===== config.mk =====
export PLATFORM = sky130hd
export DESIGN_NAME = wdg_watchdog
export DESIGN_NICKNAME = d
export VERILOG_FILES = /design/src/wdg_pkg.sv /design/src/wdg_watchdog.sv
export SDC_FILE = /design/constraint.sdc
export NUM_CORES = 1
export LEC_CHECK = 0
export BUFFER_PORTS_ARGS = -buffer_cell sky130_fd_sc_hd__buf_2
export CAP_MARGIN = 10
export CORE_MARGIN = 8
export CORE_UTILIZATION = 52
export CTS_CLUSTER_SIZE = 8
export DETAILED_ROUTE_END_ITERATION = 8
export PLACE_DENSITY = 0.87
export SYNTH_ARGS = -nofsm -noshare
export SYNTH_HDL_FRONTEND = slang
export SYNTH_SLANG_ARGS = --single-unit

===== constraint.sdc =====
create_clock -name clock -period 3.13 [get_ports clock]
set_input_delay 0.4695 -clock clock [delete_from_list [all_inputs] [get_ports clock]]
set_output_delay 0.4695 -clock clock [all_outputs]
set_load 0.02 [all_outputs]

===== src/wdg_pkg.sv =====
// Purpose: Shared constants and types for the watchdog period and sleep-wake block
// Assumes: AXI4-Lite register access, 32-bit data
// Notes:   Offsets are byte addresses of aligned words
package wdg_pkg;

    // ------------------------------------------------------------
    // Register map
    // ------------------------------------------------------------
    localparam logic [3:0] OFF_CONTROL  = 4'h0;
    localparam logic [3:0] OFF_STATUS   = 4'h4;
    localparam logic [3:0] OFF_IRQ_EN   = 4'h8;
    localparam logic [3:0] OFF_IRQ_CLR  = 4'hC;

    // ------------------------------------------------------------
    // Control fields
    // ------------------------------------------------------------
    localparam int          PS_LSB      = 1;
    localparam int          PS_W        = 5;
    localparam int          SWEN_BIT    = 0;
    localparam logic [4:0]  PS_RESET    = 5'h0B;
    localparam logic [4:0]  PS_MAX      = 5'h12;
    localparam int          PS_BASE_LOG = 5;
    localparam logic [1:0]  MODE_SW     = 2'h1;

    // ------------------------------------------------------------
    // Status and interrupt bits
    // ------------------------------------------------------------
    localparam int          ST_TIMEOUT  = 0;
    localparam int          ST_PDOWN    = 1;
    localparam int          EV_W        = 3;
    localparam int          EV_EXPIRE   = 0;
    localparam int          EV_WAKE     = 1;
    localparam int          EV_NOPSLEEP = 2;

    localparam int          CNT_W       = 24;

    typedef enum logic [1:0] {
        PWR_RUN,
        PWR_SLEEP
    } wdg_pwr_t;

    typedef struct packed {
        logic [4:0]       periodSel;
        logic             swEnable;
        logic             timeoutFlag;
        logic             powerdownFlag;
        logic [EV_W-1:0]  evStatus;
        logic [EV_W-1:0]  evEnable;
        logic [CNT_W-1:0] count;
        wdg_pwr_t         pwr;
        logic             deviceReset;
        logic             bValid;
        logic [1:0]       bResp;
        logic             rValid;
        logic [1:0]       rResp;
        logic [31:0]      rData;
    } wdg_state_t;

endpackage


===== src/wdg_watchdog.sv =====
// Purpose: Watchdog period select, software enable and sleep/wake handling
// Assumes: One clock; synchronous active-low reset stands for power-on/brown-out
// Notes:   Summary of operation below
// Summary of operation
// - Period code picks power-of-two prescale, doubling
// - Period code resets to 01011
// - Codes 10011..11111 act as 1:32
// - Mode 01: software bit runs/stops watchdog
// - Mode 1x or 00: software bit ignored
// - Wake applies regardless of global interrupt enable
// - Pending interrupt makes sleep a no-op
// - Aborted sleep leaves counter and prescaler alone
// - Aborted sleep leaves timeout, powerdown flags alone
// - Later interrupt: complete sleep, wake immediately
// - Completed sleep clears counter and prescaler
// - Completed sleep sets timeout, clears powerdown
//
// Register access over AXI4-Lite and the address map were decided locally.
`timescale 1ns/1ps
module wdg_watchdog (
    input  wire logic        clock,
    input  wire logic        reset_n,
    input  wire logic [1:0]  configWatchMode,
    input  wire logic        sleepExec,
    input  wire logic        irqPending,
    output logic             asleep,
    output logic             deviceReset,
    output logic             irq,
    input  wire logic [3:0]  awaddr,
    input  wire logic        awvalid,
    output logic             awready,
    input  wire logic [31:0] wdata,
    input  wire logic [3:0]  wstrb,
    input  wire logic        wvalid,
    output logic             wready,
    output logic [1:0]       bresp,
    output logic             bvalid,
    input  wire logic        bready,
    input  wire logic [3:0]  araddr,
    input  wire logic        arvalid,
    output logic             arready,
    output logic [31:0]      rdata,
    output logic [1:0]       rresp,
    output logic             rvalid,
    input  wire logic        rready
);

    wdg_pkg::wdg_state_t s_r;
    wdg_pkg::wdg_state_t s_nxt;

    // ------------------------------------------------------------
    // Helpers
    // ------------------------------------------------------------
    function automatic logic [wdg_pkg::CNT_W-1:0] limitOf(input logic [4:0] code);
        logic [4:0] eff;
        eff = (code > wdg_pkg::PS_MAX) ? 5'h00 : code;
        limitOf = ({{(wdg_pkg::CNT_W-1){1'b0}}, 1'b1} << (eff + 5'(wdg_pkg::PS_BASE_LOG)))
                  - 1'b1;
    endfunction

    logic wdtRun;
    logic wrGo;
    logic rdGo;
    logic sleepAbort;
    logic sleepTake;
    logic [wdg_pkg::EV_W-1:0] evSet;
    logic [wdg_pkg::EV_W-1:0] clrMask;

    // Mode 01 gives software control; other modes hold the watchdog on
    assign wdtRun = (configWatchMode == wdg_pkg::MODE_SW) ? s_r.swEnable : 1'b1;
    assign sleepAbort = sleepExec && (s_r.pwr == wdg_pkg::PWR_RUN) && irqPending;
    assign sleepTake  = sleepExec && (s_r.pwr == wdg_pkg::PWR_RUN) && !irqPending;

    assign awready = awvalid && wvalid && !s_r.bValid;
    assign wready  = awready;
    assign wrGo    = awready;
    assign arready = arvalid && !s_r.rValid;
    assign rdGo    = arready;

    // ------------------------------------------------------------
    // Next state
    // ------------------------------------------------------------
    always_comb begin
        s_nxt = s_r;
        evSet = '0;
        clrMask = '0;
        s_nxt.deviceReset = 1'b0;
        if (wdtRun) begin
            if (s_r.count >= limitOf(s_r.periodSel)) begin
                s_nxt.count = '0;
                s_nxt.deviceReset = 1'b1;
                s_nxt.timeoutFlag = 1'b0;
                s_nxt.pwr = wdg_pkg::PWR_RUN;
                evSet[wdg_pkg::EV_EXPIRE] = 1'b1;
            end else begin
                s_nxt.count = s_r.count + 1'b1;
            end
        end
        if (sleepAbort) begin
            evSet[wdg_pkg::EV_NOPSLEEP] = 1'b1;
        end
        if (sleepTake) begin
            s_nxt.count = '0;
            s_nxt.timeoutFlag = 1'b1;
            s_nxt.powerdownFlag = 1'b0;
            s_nxt.pwr = wdg_pkg::PWR_SLEEP;
        end
        if (s_r.pwr == wdg_pkg::PWR_SLEEP && irqPending) begin
            s_nxt.pwr = wdg_pkg::PWR_RUN;
            evSet[wdg_pkg::EV_WAKE] = 1'b1;
        end
        // Register writes
        s_nxt.bValid = s_r.bValid && !bready;
        if (wrGo) begin
            s_nxt.bValid = 1'b1;
            s_nxt.bResp = 2'h0;
            unique case (awaddr)
                wdg_pkg::OFF_CONTROL: begin
                    if (wstrb[0]) begin
                        s_nxt.periodSel = wdata[wdg_pkg::PS_LSB +: wdg_pkg::PS_W];
                        s_nxt.swEnable  = wdata[wdg_pkg::SWEN_BIT];
                    end
                end
                wdg_pkg::OFF_IRQ_EN: begin
                    if (wstrb[0]) s_nxt.evEnable = wdata[wdg_pkg::EV_W-1:0];
                end
                wdg_pkg::OFF_IRQ_CLR: begin
                    if (wstrb[0]) clrMask = wdata[wdg_pkg::EV_W-1:0];
                end
                wdg_pkg::OFF_STATUS: ;
                default: s_nxt.bResp = 2'h2;
            endcase
        end
        // Set wins over clear
        s_nxt.evStatus = (s_r.evStatus & ~clrMask) | evSet;
        // Register reads
        s_nxt.rValid = s_r.rValid && !rready;
        if (rdGo) begin
            s_nxt.rValid = 1'b1;
            s_nxt.rResp = 2'h0;
            s_nxt.rData = '0;
            unique case (araddr)
                wdg_pkg::OFF_CONTROL: s_nxt.rData = {26'h0, s_r.periodSel, s_r.swEnable};
                wdg_pkg::OFF_STATUS:  s_nxt.rData = {27'h0, s_r.evStatus,
                                                     s_r.powerdownFlag, s_r.timeoutFlag};
                wdg_pkg::OFF_IRQ_EN:  s_nxt.rData = {29'h0, s_r.evEnable};
                wdg_pkg::OFF_IRQ_CLR: ;
                default:              s_nxt.rResp = 2'h2;
            endcase
        end
    end

    // ------------------------------------------------------------
    // State register
    // ------------------------------------------------------------
    always_ff @(posedge clock) begin
        if (!reset_n) begin
            s_r <= '0;
            s_r.periodSel <= wdg_pkg::PS_RESET;
            s_r.timeoutFlag <= 1'b1;
            s_r.powerdownFlag <= 1'b1;
            s_r.pwr <= wdg_pkg::PWR_RUN;
        end else begin
            s_r <= s_nxt;
        end
    end

    assign asleep      = (s_r.pwr == wdg_pkg::PWR_SLEEP);
    assign deviceReset = s_r.deviceReset;
    assign irq         = |(s_r.evStatus & s_r.evEnable);
    assign bvalid      = s_r.bValid;
    assign bresp       = s_r.bResp;
    assign rvalid      = s_r.rValid;
    assign rresp       = s_r.rResp;
    assign rdata       = s_r.rData;

    // ------------------------------------------------------------
    // Checks
    // ------------------------------------------------------------
    property p_reset_code;
        @(posedge clock) $rose(reset_n) |-> s_r.periodSel == wdg_pkg::PS_RESET;
    endproperty
    a_reset_code: assert property (p_reset_code) else $error("bad period reset");

    property p_sw_stop;
        @(posedge clock) disable iff (!reset_n)
        (configWatchMode == 2'h1 && !s_r.swEnable && !sleepTake) |=> s_r.count == $past(s_r.count);
    endproperty
    a_sw_stop: assert property (p_sw_stop) else $error("watchdog ran while stopped");

    property p_sw_ignored;
        @(posedge clock) disable iff (!reset_n)
        (configWatchMode != 2'h1 && !sleepTake && !s_r.deviceReset && !deviceReset &&
         s_r.count < limitOf(s_r.periodSel)) |=> s_r.count == $past(s_r.count) + 1'b1;
    endproperty
    a_sw_ignored: assert property (p_sw_ignored) else $error("enable bit not ignored");

    property p_abort;
        @(posedge clock) disable iff (!reset_n)
        sleepAbort |=> !asleep && s_r.timeoutFlag == $past(s_r.timeoutFlag)
                       && s_r.powerdownFlag == $past(s_r.powerdownFlag);
    endproperty
    a_abort: assert property (p_abort) else $error("aborted sleep changed state");

    property p_abort_count;
        @(posedge clock) disable iff (!reset_n)
        (sleepAbort && wdtRun && s_r.count < limitOf(s_r.periodSel))
            |=> s_r.count == $past(s_r.count) + 1'b1;
    endproperty
    a_abort_count: assert property (p_abort_count) else $error("aborted sleep cleared count");

    property p_take;
        @(posedge clock) disable iff (!reset_n)
        sleepTake |=> asleep && s_r.count == 0 && s_r.timeoutFlag && !s_r.powerdownFlag;
    endproperty
    a_take: assert property (p_take) else $error("sleep entry wrong");

    property p_wake;
        @(posedge clock) disable iff (!reset_n)
        (asleep && irqPending) |=> !asleep;
    endproperty
    a_wake: assert property (p_wake) else $error("no wake on interrupt");

    property p_expire;
        @(posedge clock) disable iff (!reset_n)
        (wdtRun && !sleepTake && s_r.count >= limitOf(s_r.periodSel))
            |=> deviceReset ##1 !deviceReset;
    endproperty
    a_expire: assert property (p_expire) else $error("no reset on expiry");

    property p_reserved;
        @(posedge clock) disable iff (!reset_n)
        s_r.periodSel > 5'h12 |-> limitOf(s_r.periodSel) == 24'h00001F;
    endproperty
    a_reserved: assert property (p_reserved) else $error("reserved code not minimum");

    // ------------------------------------------------------------
    // Flag, event and register checks
    // ------------------------------------------------------------
    property p_expire_state;
        @(posedge clock) disable iff (!reset_n)
        (wdtRun && !sleepTake && s_r.count >= limitOf(s_r.periodSel))
            |=> s_r.count == 0 && !s_r.timeoutFlag && !asleep;
    endproperty
    a_expire_state: assert property (p_expire_state) else $error("expiry state wrong");

    property p_expire_event;
        @(posedge clock) disable iff (!reset_n)
        deviceReset |-> s_r.evStatus[wdg_pkg::EV_EXPIRE];
    endproperty
    a_expire_event: assert property (p_expire_event) else $error("expiry not recorded");

    property p_wake_event;
        @(posedge clock) disable iff (!reset_n)
        (asleep && irqPending) |=> s_r.evStatus[wdg_pkg::EV_WAKE];
    endproperty
    a_wake_event: assert property (p_wake_event) else $error("wake not recorded");

    property p_nop_event;
        @(posedge clock) disable iff (!reset_n)
        sleepAbort |=> s_r.evStatus[wdg_pkg::EV_NOPSLEEP];
    endproperty
    a_nop_event: assert property (p_nop_event) else $error("no-op sleep not recorded");

    property p_stay_asleep;
        @(posedge clock) disable iff (!reset_n)
        (asleep && !irqPending && !(wdtRun && s_r.count >= limitOf(s_r.periodSel)))
            |=> asleep;
    endproperty
    a_stay_asleep: assert property (p_stay_asleep) else $error("left sleep early");

    property p_to_rise;
        @(posedge clock) disable iff (!reset_n)
        ($rose(s_r.timeoutFlag) && $past(reset_n))
            |-> $past(sleepTake);
    endproperty
    a_to_rise: assert property (p_to_rise) else $error("timeout flag set without sleep");

    property p_pd_fall;
        @(posedge clock) disable iff (!reset_n)
        ($fell(s_r.powerdownFlag) && $past(reset_n))
            |-> $past(sleepTake);
    endproperty
    a_pd_fall: assert property (p_pd_fall) else $error("powerdown flag cleared early");

    property p_rst_flags;
        @(posedge clock)
        $rose(reset_n) |-> s_r.timeoutFlag && s_r.powerdownFlag && !asleep;
    endproperty
    a_rst_flags: assert property (p_rst_flags) else $error("flags wrong after reset");

    property p_set_wins;
        @(posedge clock) disable iff (!reset_n)
        (|evSet)
            |=> (s_r.evStatus & $past(evSet)) == $past(evSet);
    endproperty
    a_set_wins: assert property (p_set_wins) else $error("event lost to clear");

    property p_sw_run;
        @(posedge clock) disable iff (!reset_n)
        (configWatchMode == 2'h1 && s_r.swEnable && !sleepTake &&
         s_r.count < limitOf(s_r.periodSel)) |=> s_r.count == $past(s_r.count) + 1'b1;
    endproperty
    a_sw_run: assert property (p_sw_run) else $error("watchdog stopped while on");

    property p_period_write;
        @(posedge clock) disable iff (!reset_n)
        (wrGo && awaddr == wdg_pkg::OFF_CONTROL && wstrb[0])
            |=> {26'h0, s_r.periodSel, s_r.swEnable} == ($past(wdata) & 32'h0000003F);
    endproperty
    a_period_write: assert property (p_period_write) else $error("control write lost");

endmodule


* Word-level counts from Yosys, hierarchy flattened
Cells that the tools add are included.
Widths: inputs -> output; s select.
** Operators by class
- Add/subtract/negate cells :: 3
- Order comparisons :: 2
- Equal/unequal tests :: 7
- Shifts and indexed selects :: 1
- Mux-type cells :: 18
- Bitwise logic cells :: 5
- Reduce and logical (&&, ||, !) cells :: 29
** Operator list (count)
- $mux 35 :: 1
- $add 24x1->24 const B :: 1
- $ge 24x24->1 :: 1
- $mux 24 :: 1
- $shl 1x5->24 const A :: 1
- $sub 24x1->24 const B :: 1
- $pmux 6 s3 :: 1
- $eq 4x4->1 const B :: 4
- $mux 3 :: 4
- $logic_and 1x1->1 :: 9
- $eq 4x3->1 const B :: 2
- $logic_not 4->1 :: 2
- $mux 2 :: 4
- $reduce_or 4->1 :: 2
- $and 3x3->3 :: 2
- $mux 1 :: 6
- $reduce_and 2->1 :: 3
- $reduce_and 3->1 :: 2
- $add 5x3->5 const B :: 1
- $gt 5x5->1 const B :: 1
- $logic_not 1->1 :: 5
- $mux 5 :: 1
- $reduce_bool 2->1 :: 2
- $reduce_or 2->1 :: 2
- 6 further kinds :: 6
** Storage, ports and cells
- Register bits after elaboration :: 78
- Output and inout port bits :: 44

* Depth between registers and ports, before layout
Gate-level depths: netlist of run 1.
- Depth after elaboration :: 9
- Mapped depth :: 16
- Gate-level depth less buffers :: 14

* Least setup slack after synthesis of run 1
No wires, ideal clock.
- Path type :: register -> register
- From :: register s_r[74] (netlist bit)
- To :: register s_r[47] (netlist bit)
- Arrival :: 2628 ps
- Required time :: 3016 ps
- Slack :: 387 ps
- Stages on the path, launching flop included :: 16
- Cell sequence :: dfxtp_1 > clkbuf_1 > nand2_1 > nand2b_1 > nor3_1 > nand2b_1 > a21oi_1 > ha_1 > nand4_1 > a211oi_2 > o2111ai_1 > and4b_1 > buf_6 > o21bai_4 > buf_6 > nor2_1
** On the way
- Cells in the longest elaborated chain, start to end :: 7
** Ends and longest elaborated chain
- from (decl) :: RTL line wdg_watchdog.sv:48 : wdg_pkg::wdg_state_t s_r;
- from (signal assigned) :: RTL line wdg_watchdog.sv:164 : s_r <= s_nxt;
- $gt 5x5->1 :: RTL line wdg_watchdog.sv:56 : eff = (code > wdg_pkg::PS_MAX) ? 5'h00 : code;
- $mux 5 * :: RTL line wdg_watchdog.sv:56
- $add 5x3->5 * :: RTL line wdg_watchdog.sv:57 : limitOf = ({{(wdg_pkg::CNT_W-1){1'b0}}, 1'b1} << (eff + 5'(wdg_pkg::PS_BASE_LOG)))
- $shl 1x5->24 * :: RTL line wdg_watchdog.sv:57
- $sub 24x1->24 * :: RTL line wdg_watchdog.sv:58 : - 1'b1;
- $ge 24x24->1 * :: RTL line wdg_watchdog.sv:89 : if (s_r.count >= limitOf(s_r.periodSel)) begin
- $mux 24 * :: RTL line wdg_watchdog.sv:89
Mark *: on every way between the ends. The rest lies on a longest branch, timed or not.
A chain may end at the register's enable or synchronous reset.

* Final worst setup path of run 1
- From :: register s_r[77] (netlist bit)
- To :: register s_r[44] (netlist bit)
Same word-level chain as after synthesis.

==> results of run 1 <==
[power groups by stage]
stage / sequential [mW] / combinational [mW] / clock, mW
after global routing: 0.657 / 0.171 / 0.414
after CTS: 0.655 / 0.152 / 0.392
after detailed placement: 0.669 / 0.151 / 0
after global placement: 0.669 / 0.148 / 0
final: 0.655 / 0.154 / 0.375
after floorplan: 0.670 / 0.139 / 0
[layout make-up]
type / count / area (um2) / area share, %
inverters: 10 / 37.5 / 1.05
well taps: 77 / 96.3 / 2.69
clock buffers: 5 / 68.8 / 1.92
multi-input cells: 340 / 2090 / 58.2
repair buffers: 50 / 273 / 7.61
flip-flops and latches: 50 / 1000 / 27.9
clock inverters: 3 / 21.3 / 0.594
[cell families (layout without fill, tap and decap cells)]
family | count (synthesis) | after routing | share of synthesized area, %
other | 2 | 33 | 0.223
XOR/XNOR | 19 | 19 | 4.94
AND/OR/NAND/NOR | 176 | 176 | 25.9
adder cells (fa/ha/maj) | 26 | 26 | 9.65
multiplexers | 11 | 11 | 3.34
flip-flops | 50 | 50 | 29.7
buffers and inverters | 63 | 68 | 12.0
AO/OA/AOI/OAI | 75 | 75 | 14.3
[per-layer routing]
layer  up-vias  global-route usage (%)
met5         -                       0
met2        72                    27.8
li1       1475                       -
met3         8                    2.55
met4         0                    6.18
met1      1376                    20.0
[synthesized netlist by cell type (3+ instances only)]
cell type                  instances
sky130_fd_sc_hd__ha_1             26
sky130_fd_sc_hd__xnor2_1           4
sky130_fd_sc_hd__a31oi_1           7
sky130_fd_sc_hd__nand3_1          21
sky130_fd_sc_hd__dfxtp_1          50
sky130_fd_sc_hd__nor2_1           59
sky130_fd_sc_hd__nand2_1          46
sky130_fd_sc_hd__a211oi_1          4
sky130_fd_sc_hd__clkbuf_1         12
sky130_fd_sc_hd__nand2b_1          6
sky130_fd_sc_hd__nand4_1           8
sky130_fd_sc_hd__buf_4            37
sky130_fd_sc_hd__xor2_1           15
sky130_fd_sc_hd__inv_1             9
sky130_fd_sc_hd__nor3b_1           3
sky130_fd_sc_hd__nor3_1            9
sky130_fd_sc_hd__nor2b_1           4
sky130_fd_sc_hd__a22oi_1           7
sky130_fd_sc_hd__o21ai_0          16
sky130_fd_sc_hd__mux2i_1           9
sky130_fd_sc_hd__a21oi_1          25
[registers in the layout, indices dropped and copies added (netlist names)]
signal	cells
deviceReset	1
rdata	6
rresp	1
s_r	39
bresp	1
bvalid	1
rvalid	1
[stage by stage]
step / power [mW] / setup WS, ns / instance area (um2)
floorplan: 0.808 / 0.387 / 3490
finish: 1.18 / 0.236 / 3580
CTS: 1.20 / 0.127 / 3580
detailed placement: 0.820 / 0.150 / 3490
global route: 1.24 / 0.0614 / 3580
global placement: 0.817 / 0.282 / 3490
[timing repair]
item                                    4_1_cts  5_1_grt
resized for setup                             0        2
hold endpoints to repair                      0        0
endpoints found under the setup margin        0        7
[worst max-delay path, cell delays in order (launching register included)]
cell                       delay [ns]
sky130_fd_sc_hd__dfxtp_1         0.50
sky130_fd_sc_hd__nor2b_2         0.34
sky130_fd_sc_hd__o21ai_0         0.12
sky130_fd_sc_hd__nor2b_1         0.15
sky130_fd_sc_hd__ha_1            0.30
sky130_fd_sc_hd__a211oi_1        0.25
sky130_fd_sc_hd__o211ai_1        0.14
sky130_fd_sc_hd__o221ai_1        0.18
sky130_fd_sc_hd__and4b_2         0.35
sky130_fd_sc_hd__buf_4           0.21
sky130_fd_sc_hd__nand3_1         0.09
sky130_fd_sc_hd__a31oi_1         0.18
[cell usage in the layout, fill, tap and decap left out, drive strengths merged, types with 2 or more instances in the layout]
cell type / synthesis / routed
a211oi: 6 / 6
a21oi: 25 / 25
a22oi: 7 / 7
a31oi: 7 / 7
a32oi: 2 / 2
and2: 3 / 3
and3: 2 / 2
and4: 2 / 2
buf: 40 / 50
clkbuf: 13 / 5
clkinv: 1 / 3
conb: 2 / 33
dfxtp: 50 / 50
ha: 26 / 26
inv: 9 / 9
mux2: 2 / 2
mux2i: 9 / 9
nand2: 46 / 46
nand2b: 6 / 6
nand3: 22 / 22
nand4: 9 / 9
nor2: 59 / 59
nor2b: 4 / 4
nor3: 10 / 10
nor3b: 5 / 5
nor4: 3 / 3
o211ai: 2 / 2
o21a: 2 / 2
o21ai: 16 / 16
or2: 2 / 2
xnor2: 4 / 4
xor2: 15 / 15
[worst paths after layout]
path,startpoint,to,slack (ns),depth (start not counted)
worst min-delay path,irqPending,s_r[39]$_SDFFE_PP0P_,0.39,2
worst min register to register,s_r[67]$_SDFFE_PN0P_,s_r[67]$_SDFFE_PN0P_,0.48,2
worst max register to register,s_r[77]$_SDFFE_PN1P_,s_r[44]$_SDFFE_PP0N_,0.24,11
worst max-delay path,s_r[77]$_SDFFE_PN1P_,s_r[44]$_SDFFE_PP0N_,0.24,11
==> results_tabular.tex, run 1 <==
\begin{tabular}{lr}
\hline
Metric & Value \\
\hline
\multicolumn{2}{l}{\textbf{Power}} \\
Power per cell area & 330 mW/mm2 \\
Proportion of power drawn by combinational gates & 13.0\% \\
P\_leak & 1.56 nW \\
Net switching power & 0.332 mW \\
Design internal power & 0.852 mW \\
Relative contribution of sequential cells to total power & 55.3\% \\
Clock network fraction of design power & 31.6\% \\
Proportion of total power due to net switching & 28.1\% \\
Peak supply drop & 0.000218 V \\
\multicolumn{2}{l}{\textbf{STA}} \\
Hold Violations, Final & 0 \\
Final setup viols & 0 \\
Clock skew & 0.0122 ns \\
Slew Limit Headroom & 61.7\% \\
Max-slew violation count & 0 \\
Setup TNS & 0 ns \\
Highest Clock Rate & around 0.35 GHz \\
Final critical delay including setup and external delays & 2.89 ns \\
Unrepaired setup endpoints after global routing & false \\
Worst-Margin Slew & approximately 0.57 ns \\
Crit share post-route & 92.5\% \\
Final Hold Slack & 0.389 ns \\
\multicolumn{2}{l}{\textbf{Global routing}} \\
Number of antenna violations at the first check in global routing & 0 \\
First-pass GRT wire length & 12400 um \\
All-Layer GR Usage & between 10\% and 20\% \\
Global route total overflow & 0 \\
Vias in the first global route & 2758 \\
Pin count of the biggest net entering global routing & 20 \\
\multicolumn{2}{l}{\textbf{Place}} \\
Total half-perimeter wirelength after legalization and detailed placement & approximately 6000 um \\
Gpl congestion & about 0.9 \\
Instance count after placement with tap cells included & approximately 530 \\
Buffers added on ports & 41 \\
\multicolumn{2}{l}{\textbf{Finish}} \\
Final std cells w/o fill & roughly 540 \\
Proportion of layout cells with a drive suffix above 1 & 16.2\% \\
Layout area overhead & 6.35\% \\
Share of the core filled with cells in the final layout & 56.8\% \\
Filler cell count in the final layout & approximately 600 \\
Diode count & 0 \\
Fin nets & 538 \\
\multicolumn{2}{l}{\textbf{Floorplan}} \\
I/O pin count & 99 \\
FP Rows & 29 \\
Core footprint & 0.00631 mm2 \\
Die outline area & 0.00931 mm2 \\
Initial core utilization & 53.4\% \\
DIE WIDTH & 96.5 um \\
Die height & roughly 96 um \\
\multicolumn{2}{l}{\textbf{Synthesis}} \\
Cell type with the highest aggregate area in the netlist & sky130\_fd\_sc\_hd\_\_dfxtp\_1 \\
Most used flip-flop cell after synthesis & sky130\_fd\_sc\_hd\_\_dfxtp\_1 \\
Synthesis warning total & 0 \\
Post-Syn Area per Cell & 7.98 um2 \\
Post-synthesis instance area & 0.00337 mm2 \\
Gate Count Post-Synth & approximately 420 \\
Top post-synthesis cells by area & sky130\_fd\_sc\_hd\_\_dfxtp\_1 30\%, sky130\_fd\_sc\_hd\_\_ha\_1 9.7\%, sky130\_fd\_sc\_hd\_\_buf\_4 8.2\% \\
Share of synthesized area occupied by flip-flops and latches & 29.7\% \\
Distinct cell type count of the synthesized netlist & between 50 and 60 \\
Seq cells post-synth & 50 \\
Number of enable-type register cells in the synthesized netlist & 0 \\
Fraction of synthesized cell area taken by the top area cell type & 29.7\% \\
Async set-or-reset flop fraction in the synthesized netlist & 0\% \\
\multicolumn{2}{l}{\textbf{Setup path}} \\
Critical Path RT & $\sim$3.4 ns \\
Endpoint type of the worst setup path & flop \\
Type of the worst setup path & flop to flop \\
Crit path DAT & 3.12 ns \\
CP max FO & 11 \\
Startpoint type of the worst setup path & flop \\
\multicolumn{2}{l}{\textbf{Routing}} \\
Top layer used by detailed routing & met4 \\
DRC violation count after routing & 0 \\
Post-Route M1 WL & between 3000 and 4000 um \\
Final Routed Wirelength & roughly 7500 um \\
Detailed-route via count & 2931 \\
Routed length on met3 & 383 um \\
First-pass DRT Iterations & 4 \\
Final ANT Viol Nets & 0 \\
Routed length on met2 & between 3000 and 4000 um \\
Mean routed wirelength per cell & about 14 um \\
Via density & between 5 and 6 \\
Starting DRC count in detailed routing & 179 \\
\multicolumn{2}{l}{\textbf{CTS}} \\
Clock tree root buffer cell & sky130\_fd\_sc\_hd\_\_clkbuf\_8 \\
Worst-Skew Late Latency & a little over 0.3 ns \\
Number of post-CTS setup repair buffers & 0 \\
Buffer depth of the longest clock path & 2 \\
Clock Sink Count & 50 \\
H-tree depth & 2 \\
Inserted Clock Buffers & 5 \\
Clock slew at the register clock pins of the worst setup and hold paths & 0.10 ns \\
Cts hold-fix bufs & 0 \\
Clock tree from TritonCTS & built \\
\multicolumn{2}{l}{\textbf{Status}} \\
Result of the run & completed \\
\multicolumn{2}{l}{\textbf{Min path}} \\
Type of the worst min-delay path & input port to flop \\
\multicolumn{2}{l}{\textbf{Job}} \\
Maxcap violations & 0 \\
\hline
\end{tabular}
Power figures use the tool's default switching activity.
==> run 2, diff against run 1 <==
--- a/config.mk
+++ b/config.mk
@@ -12,6 +12,7 @@
 export CTS_CLUSTER_SIZE = 8
 export DETAILED_ROUTE_END_ITERATION = 8
 export PLACE_DENSITY = 0.87
+export RECOVER_POWER = 100
 export SYNTH_ARGS = -nofsm -noshare
 export SYNTH_HDL_FRONTEND = slang
 export SYNTH_SLANG_ARGS = --single-unit
==> results_tabular.tex, run 2 (synthesis results as in run 1) <==
\begin{tabular}{lr}
\hline
Metric & Value \\
\hline
\multicolumn{2}{l}{\textbf{Place}} \\
Instance count after placement with tap cells included & $\sim$530 \\
Total half-perimeter wirelength after legalization and detailed placement & a little under 6000 um \\
Pre-CTS setup slack & 0.150 ns \\
Buffers added on ports & between 40 and 50 \\
Gpl congestion & between 0.9 and 1 \\
\multicolumn{2}{l}{\textbf{CTS}} \\
Clock slew at the register clock pins of the worst setup and hold paths & 0.10 ns \\
CTS resizes & 0 \\
Clock tree from TritonCTS & built \\
Clock Sink Count & 50 \\
H-tree depth & 2 \\
Worst-Skew Late Latency & 0.31 ns \\
Cts hold-fix bufs & 0 \\
Inserted Clock Buffers & 5 \\
Clock tree root buffer cell & sky130\_fd\_sc\_hd\_\_clkbuf\_8 \\
Buffer depth of the longest clock path & 2 \\
Number of post-CTS setup repair buffers & 0 \\
\multicolumn{2}{l}{\textbf{Setup path}} \\
Critical Path RT & 3.31 ns \\
Cell type of the slowest stage on the worst timing path & sky130\_fd\_sc\_hd\_\_dfxtp\_1 \\
Endpoint type of the worst setup path & flop \\
CP max FO & 17 \\
Stage delay of the slowest cell on the critical path & $\sim$0.4 ns \\
Worst Path Buf+Inv & 0 \\
Type of the worst setup path & flop to flop \\
Crit path DAT & 3.09 ns \\
CP delay by family, top & simple AND/OR/NAND/NOR gates \\
Crit path cell chain & or2\_2, or3\_1, a31oi\_1, ha\_1, a211oi\_2, a211oi\_1, o2111ai\_1, and4b\_2, o21bai\_4, nor2\_1 \\
Startpoint type of the worst setup path & flop \\
\multicolumn{2}{l}{\textbf{Floorplan}} \\
I/O pin count & 99 \\
Core footprint & 0.00631 mm2 \\
Initial core utilization & 53.4\% \\
Die height & 96.5 um \\
FP Rows & 29 \\
Die outline area & 0.00931 mm2 \\
DIE WIDTH & 96.5 um \\
\multicolumn{2}{l}{\textbf{Finish}} \\
Layout area overhead & 5.09\% \\
Final std cells w/o fill & 535 \\
Multi-input gate area & 0.00206 mm2 \\
Reg area & 0.00100 mm2 \\
Filler cell count in the final layout & between 500 and 600 \\
Leading cell type in the layout, fill and taps excluded & sky130\_fd\_sc\_hd\_\_nor2\_1 \\
Proportion of layout cells with a drive suffix above 1 & a little under an eighth \\
Diode count & 0 \\
Register with the highest flop count & s\_r \\
Fin nets & 538 \\
Commonest cells after routing, fill and taps aside & 59 x sky130\_fd\_sc\_hd\_\_nor2\_1, 50 x sky130\_fd\_sc\_hd\_\_dfxtp\_1, 46 x sky130\_fd\_sc\_hd\_\_nand2\_1, 33 x sky130\_fd\_sc\_hd\_\_conb\_1, 26 x sky130\_fd\_sc\_hd\_\_ha\_1 \\
Flip-flop count of the largest register, all copies and words added & 39 \\
\multicolumn{2}{l}{\textbf{Global routing}} \\
Number of antenna violations at the first check in global routing & 0 \\
All-Layer GR Usage & 16.2\% \\
Global route total overflow & 0 \\
First-pass GRT wire length & 12400 um \\
Pin count of the biggest net entering global routing & 20 \\
Vias in the first global route & 2758 \\
\multicolumn{2}{l}{\textbf{STA}} \\
Final setup viols & 0 \\
Max-slew violation count & 0 \\
Final Hold Slack & 0.387 ns \\
Setup TNS & 0 ns \\
Clock skew & 0.0117 ns \\
Crit share post-route & 92.8\% \\
Highest Clock Rate & 0.344 GHz \\
Unrepaired setup endpoints after global routing & false \\
Slew Limit Headroom & 26.5\% \\
Final critical delay including setup and external delays & 2.91 ns \\
Worst-Margin Slew & 1.09 ns \\
Final worst setup slack & 0.224 ns \\
Hold Violations, Final & 0 \\
\multicolumn{2}{l}{\textbf{Power}} \\
Power per cell area & around 330 mW/mm2 \\
Total power & $\sim$1.2 mW \\
P\_leak & 1.48 nW \\
Peak supply drop & roughly 0.00022 V \\
\multicolumn{2}{l}{\textbf{Routing}} \\
Starting DRC count in detailed routing & 240 \\
Mean routed wirelength per cell & 14.1 um \\
Final Routed Wirelength & 7560 um \\
DRC violation count after routing & 0 \\
Detailed-route via count & just under 3000 \\
Final ANT Viol Nets & 0 \\
Via density & 5.55 \\
First-pass DRT Iterations & 4 \\
\multicolumn{2}{l}{\textbf{Status}} \\
Result of the run & completed \\
\multicolumn{2}{l}{\textbf{Min path}} \\
Type of the worst min-delay path & input port to flop \\
\multicolumn{2}{l}{\textbf{Job}} \\
Maxcap violations & 0 \\
\hline
\end{tabular}
run 2: worst paths after layout:
| path | start | end | slack (ns) | depth (start not counted) |
|---|---|---|---|---|
| hold / removal | irqPending | s_r[39]$_SDFFE_PP0P_ | 0.39 | 2 |
| setup / recovery | s_r[77]$_SDFFE_PN1P_ | s_r[53]$_SDFFE_PP0N_ | 0.22 | 10 |
| hold reg to reg | s_r[65]$_SDFFE_PN0P_ | s_r[65]$_SDFFE_PN0P_ | 0.48 | 2 |
| setup reg to reg | s_r[77]$_SDFFE_PN1P_ | s_r[53]$_SDFFE_PP0N_ | 0.22 | 10 |
run 2: final cells by class:
cell class	count	share of cell area, %
repair buffers	50	7.10
clock inverters	3	0.601
clock buffers	5	1.94
flip-flops and latches	50	28.3
well taps	77	2.72
inverters	10	1.06
multi-input cells	340	58.3
run 2: metrics by stage:
step | util (%) | instance area [um2]
global placement | 55.3 | 3490
finish | 56.1 | 3540
global route | 56.1 | 3540
CTS | 56.7 | 3580
floorplan | - | 3490
detailed placement | 55.3 | 3490
run 2: per-layer routing:
layer	track usage, %	routed length, um	up-vias	part of all wire, %
li1	-	-	1473	-
met3	2.55	399	8	5.3
met4	6.18	117	0	1.5
met1	20.0	3140	1412	42
met5	0	0	-	0
met2	27.8	3900	76	52
run 2: report_power, final:
group | total, mW | leakage (nW) | switching [mW] | internal [mW]
sequential | 0.655 | 0.405 | 0.00887 | 0.646
combinational | 0.151 | 1.03 | 0.106 | 0.0458
clock | 0.377 | 0.0441 | 0.219 | 0.157
total | 1.18 | 1.48 | 0.334 | 0.849
run 2: worst register-to-register path: stages (launching register included):
cell and delay (ns):
sky130_fd_sc_hd__dfxtp_1 0.40, sky130_fd_sc_hd__or2_2 0.37, sky130_fd_sc_hd__or3_1 0.32, sky130_fd_sc_hd__a31oi_1 0.22, sky130_fd_sc_hd__ha_1 0.22, sky130_fd_sc_hd__a211oi_2 0.09
sky130_fd_sc_hd__a211oi_1 0.24, sky130_fd_sc_hd__o2111ai_1 0.13, sky130_fd_sc_hd__and4b_2 0.32, sky130_fd_sc_hd__o21bai_4 0.36, sky130_fd_sc_hd__nor2_1 0.10
==> run 3, diff against run 2 <==
--- a/config.mk
+++ b/config.mk
@@ -5,13 +5,14 @@
 export SDC_FILE = /design/constraint.sdc
 export NUM_CORES = 1
 export LEC_CHECK = 0
+export ABC_AREA = 1
 export BUFFER_PORTS_ARGS = -buffer_cell sky130_fd_sc_hd__buf_2
 export CAP_MARGIN = 10
 export CORE_MARGIN = 8
 export CORE_UTILIZATION = 52
 export CTS_CLUSTER_SIZE = 8
 export DETAILED_ROUTE_END_ITERATION = 8
-export PLACE_DENSITY = 0.87
+export PLACE_DENSITY = 0.86
 export RECOVER_POWER = 100
 export SYNTH_ARGS = -nofsm -noshare
 export SYNTH_HDL_FRONTEND = slang
==> results_tabular.tex, run 3 <==
\begin{tabular}{lr}
\hline
Metric & Value \\
\hline
\multicolumn{2}{l}{\textbf{STA}} \\
Final worst setup slack & 0.136 ns \\
Final critical delay including setup and external delays & between 2 and 3 ns \\
Hold Violations, Final & 0 \\
Worst-Margin Slew & 0.597 ns \\
Setup TNS & 0 ns \\
Final Hold Slack & 0.378 ns \\
Max-slew violation count & 0 \\
Crit share post-route & 95.7\% \\
Highest Clock Rate & 0.334 GHz \\
Final setup viols & 0 \\
Slew Limit Headroom & 60.0\% \\
Clock skew & 0.00752 ns \\
\multicolumn{2}{l}{\textbf{Synthesis}} \\
Number of enable-type register cells in the synthesized netlist & 0 \\
Post-synthesis instance area & 0.00357 mm2 \\
Most used flip-flop cell after synthesis & sky130\_fd\_sc\_hd\_\_dfxtp\_1 \\
Post-Syn Area per Cell & 6.95 um2 \\
Cell type with the highest aggregate area in the netlist & sky130\_fd\_sc\_hd\_\_dfxtp\_1 \\
Gate Count Post-Synth & 514 \\
Distinct cell type count of the synthesized netlist & 39 \\
Top post-synthesis cells by area & sky130\_fd\_sc\_hd\_\_dfxtp\_1 28\%, sky130\_fd\_sc\_hd\_\_nand2\_1 12\%, sky130\_fd\_sc\_hd\_\_ha\_1 9.1\% \\
Most frequent cell after synthesis & sky130\_fd\_sc\_hd\_\_nand2\_1 \\
Share of synthesized area occupied by flip-flops and latches & 28.0\% \\
Fraction of synthesized cell area taken by the top area cell type & $\sim$28\% \\
Top cells by count, synth & 117 x sky130\_fd\_sc\_hd\_\_nand2\_1, 62 x sky130\_fd\_sc\_hd\_\_nor2\_1, 54 x sky130\_fd\_sc\_hd\_\_inv\_1 \\
Async set-or-reset flop fraction in the synthesized netlist & 0\% \\
Synthesis warning total & 0 \\
Seq cells post-synth & 50 \\
\multicolumn{2}{l}{\textbf{CTS}} \\
Buffer depth of the longest clock path & 2 \\
Clock Sink Count & 50 \\
Clock tree from TritonCTS & built \\
Clock tree root buffer cell & sky130\_fd\_sc\_hd\_\_clkbuf\_8 \\
Clock slew at the register clock pins of the worst setup and hold paths & 0.10 ns \\
H-tree depth & 2 \\
Worst-Skew Late Latency & $\sim$0.32 ns \\
Inserted Clock Buffers & 5 \\
\multicolumn{2}{l}{\textbf{Global routing}} \\
Number of antenna violations at the first check in global routing & 0 \\
First-pass GRT wire length & 13900 um \\
Vias in the first global route & 3376 \\
Global route total overflow & 0 \\
All-Layer GR Usage & 16.7\% \\
Pin count of the biggest net entering global routing & 24 \\
\multicolumn{2}{l}{\textbf{Routing}} \\
DRC violation count after routing & 0 \\
Detailed-route via count & 3238 \\
Mean routed wirelength per cell & between 10 and 15 um \\
First-pass DRT Iterations & 4 \\
Final Routed Wirelength & 8260 um \\
Final ANT Viol Nets & 0 \\
Starting DRC count in detailed routing & 198 \\
Via density & about 5.1 \\
\multicolumn{2}{l}{\textbf{Setup path}} \\
Critical Path RT & 3.35 ns \\
RR Startpoint & s\_r[76]\$\_SDFFE\_PN0P\_ \\
Crit path DAT & 3.21 ns \\
Crit path cell chain & inv\_2, nor2\_2, o21ai\_2, nand2\_4, o21ai\_2, nand4\_2, nor2\_1, xor2\_1, ha\_1, nand2\_1, nor2\_1, nand4\_1, inv\_1, nand2\_1, nand4\_1, nand2\_2, nand2\_4, clkbuf\_16, nor2\_1 \\
Terminus of the critical flop-to-flop path & s\_r[51]\$\_SDFFE\_PP0N\_ \\
CP max FO & 11 \\
Endpoint type of the worst setup path & flop \\
Register-to-Register Setup Slack & 0.14 ns \\
Critical Path Most Common Cell & sky130\_fd\_sc\_hd\_\_nor2\_1 \\
Cell type of the slowest stage on the worst timing path & sky130\_fd\_sc\_hd\_\_dfxtp\_4 \\
Stage delay of the slowest cell on the critical path & 0.38 ns \\
Type of the worst setup path & flop to flop \\
Startpoint type of the worst setup path & flop \\
Path depth of the worst reg2reg path & 19 \\
\multicolumn{2}{l}{\textbf{Finish}} \\
Leading cell type in the layout, fill and taps excluded & sky130\_fd\_sc\_hd\_\_nand2\_1 \\
Flip-flop count of the largest register, all copies and words added & 39 \\
Fin nets & 635 \\
Diode count & 0 \\
Proportion of layout cells with a drive suffix above 1 & 14.8\% \\
Register with the highest flop count & s\_r \\
Commonest cells after routing, fill and taps aside & 115 x sky130\_fd\_sc\_hd\_\_nand2\_1, 61 x sky130\_fd\_sc\_hd\_\_nor2\_1, 54 x sky130\_fd\_sc\_hd\_\_inv\_1, 47 x sky130\_fd\_sc\_hd\_\_dfxtp\_1, 33 x sky130\_fd\_sc\_hd\_\_conb\_1 \\
Layout area overhead & 7.49\% \\
Filler cell count in the final layout & 627 \\
\multicolumn{2}{l}{\textbf{Place}} \\
Gpl congestion & 0.935 \\
Buffers added on ports & 41 \\
Total half-perimeter wirelength after legalization and detailed placement & 6480 um \\
Pre-CTS setup slack & 0.111 ns \\
\multicolumn{2}{l}{\textbf{Floorplan}} \\
DIE WIDTH & about 99 um \\
Core footprint & around 0.0067 mm2 \\
Die height & 98.9 um \\
FP Rows & 30 \\
Die outline area & a little under 0.01 mm2 \\
Initial core utilization & 53.2\% \\
I/O pin count & 99 \\
\multicolumn{2}{l}{\textbf{Power}} \\
P\_leak & $\sim$1.8 nW \\
Power per cell area & 324 mW/mm2 \\
Peak supply drop & 0.000206 V \\
\multicolumn{2}{l}{\textbf{Job}} \\
Maxcap violations & 0 \\
\multicolumn{2}{l}{\textbf{Status}} \\
Result of the run & completed \\
\multicolumn{2}{l}{\textbf{Min path}} \\
Hold\_sp & wdata[4] \\
Hold Path Stages & 3 \\
Type of the worst min-delay path & input port to flop \\
Hold Path Sink & s\_r[77]\$\_SDFFE\_PN1P\_ \\
\hline
\end{tabular}
## run 3: cell types whose count changed after synthesis, moves of 8 or more
cell | before | now
sky130_fd_sc_hd__inv_1 | 9 | 54
sky130_fd_sc_hd__inv_2 | 0 | 12
sky130_fd_sc_hd__clkbuf_1 | 12 | 3
sky130_fd_sc_hd__nand2_1 | 46 | 117
sky130_fd_sc_hd__nand4_1 | 8 | 16
sky130_fd_sc_hd__mux2i_1 | 9 | 0
## run 3: worst max path at each step
stage	endpoint	start
final	s_r[51]$_SDFFE_PP0N_	s_r[76]$_SDFFE_PN0P_
after global routing	s_r[44]$_SDFFE_PP0N_	s_r[77]$_SDFFE_PN1P_
after CTS	s_r[64]$_SDFFE_PP0N_	s_r[78]$_SDFFE_PN0P_
after detailed placement	s_r[62]$_SDFFE_PP0N_	s_r[78]$_SDFFE_PN0P_
after global placement	s_r[64]$_SDFFE_PP0N_	s_r[78]$_SDFFE_PN0P_
after floorplan	s_r[56]$_SDFFE_PP0N_	s_r[76]$_SDFFE_PN0P_
## run 3: where the power goes
group | internal, mW | leakage [nW] | switching, mW | total [mW]
clock network | 0.162 | 0.0447 | 0.243 | 0.405
logic | 0.0555 | 1.37 | 0.127 | 0.182
registers | 0.647 | 0.406 | 0.0101 | 0.657
total | 0.865 | 1.82 | 0.380 | 1.24
## run 3: logic make-up (layout without fill, tap and decap cells)
family | Yosys count | in the layout | share of synthesized area (%)
compound gates | 55 | 55 | 8.65
xor+xnor | 28 | 28 | 6.86
fa+ha+maj | 26 | 26 | 9.10
buf+inv | 110 | 120 | 15.8
flops | 50 | 50 | 28.0
other cells | 2 | 33 | 0.210
simple gates | 243 | 243 | 31.3
## run 3: timing repair
item                       4_1_cts  5_1_grt
gates resized for setup          0       10
buffers inserted                 0        1
setup endpoints to repair        0       23
hold buffers                     0        0
## run 3: stage by stage
| step | utilization, % | instances | power (mW) | instance area, um2 |
|---|---|---|---|---|
| finish | 57.2 | 635 | 1.24 | 3840 |
| global route | 57.2 | 635 | 1.29 | 3840 |
| CTS | 56.6 | 633 | 1.25 | 3800 |
| detailed placement | 55.2 | 625 | 0.846 | 3710 |
| global placement | 55.2 | 625 | 0.840 | 3710 |
| floorplan | - | 545 | 0.828 | 3690 |
## run 3: worst max-delay path: cells and delay by family (launching register included)
family / cells / cell delay (ns)
compound gates: 2 / 0.36
xor+xnor: 1 / 0.09
fa+ha+maj: 1 / 0.28
buf+inv: 3 / 0.45
flops: 1 / 0.38
simple gates: 12 / 1.33
## run 3: final cells by class
type / count / area [um2] / area share, %
Clock buffer: 5 / 68.8 / 1.79
Timing Repair Buffer: 45 / 244 / 6.35
Inverter: 67 / 251 / 6.55
Sequential cell: 50 / 1010 / 26.2
Multi-Input combinational cell: 385 / 2140 / 55.8
Clock inverter: 3 / 25.0 / 0.651
Tap cell: 80 / 100 / 2.61
## run 3: routing by layer
metal  vias up  global-route usage (%)  wire length, um
li1       1645                       -                -
met1      1486                    17.5             3540
met2        94                    31.2             4150
met3        13                    3.74              427
met4         0                    6.61              144
met5         -                       0                0
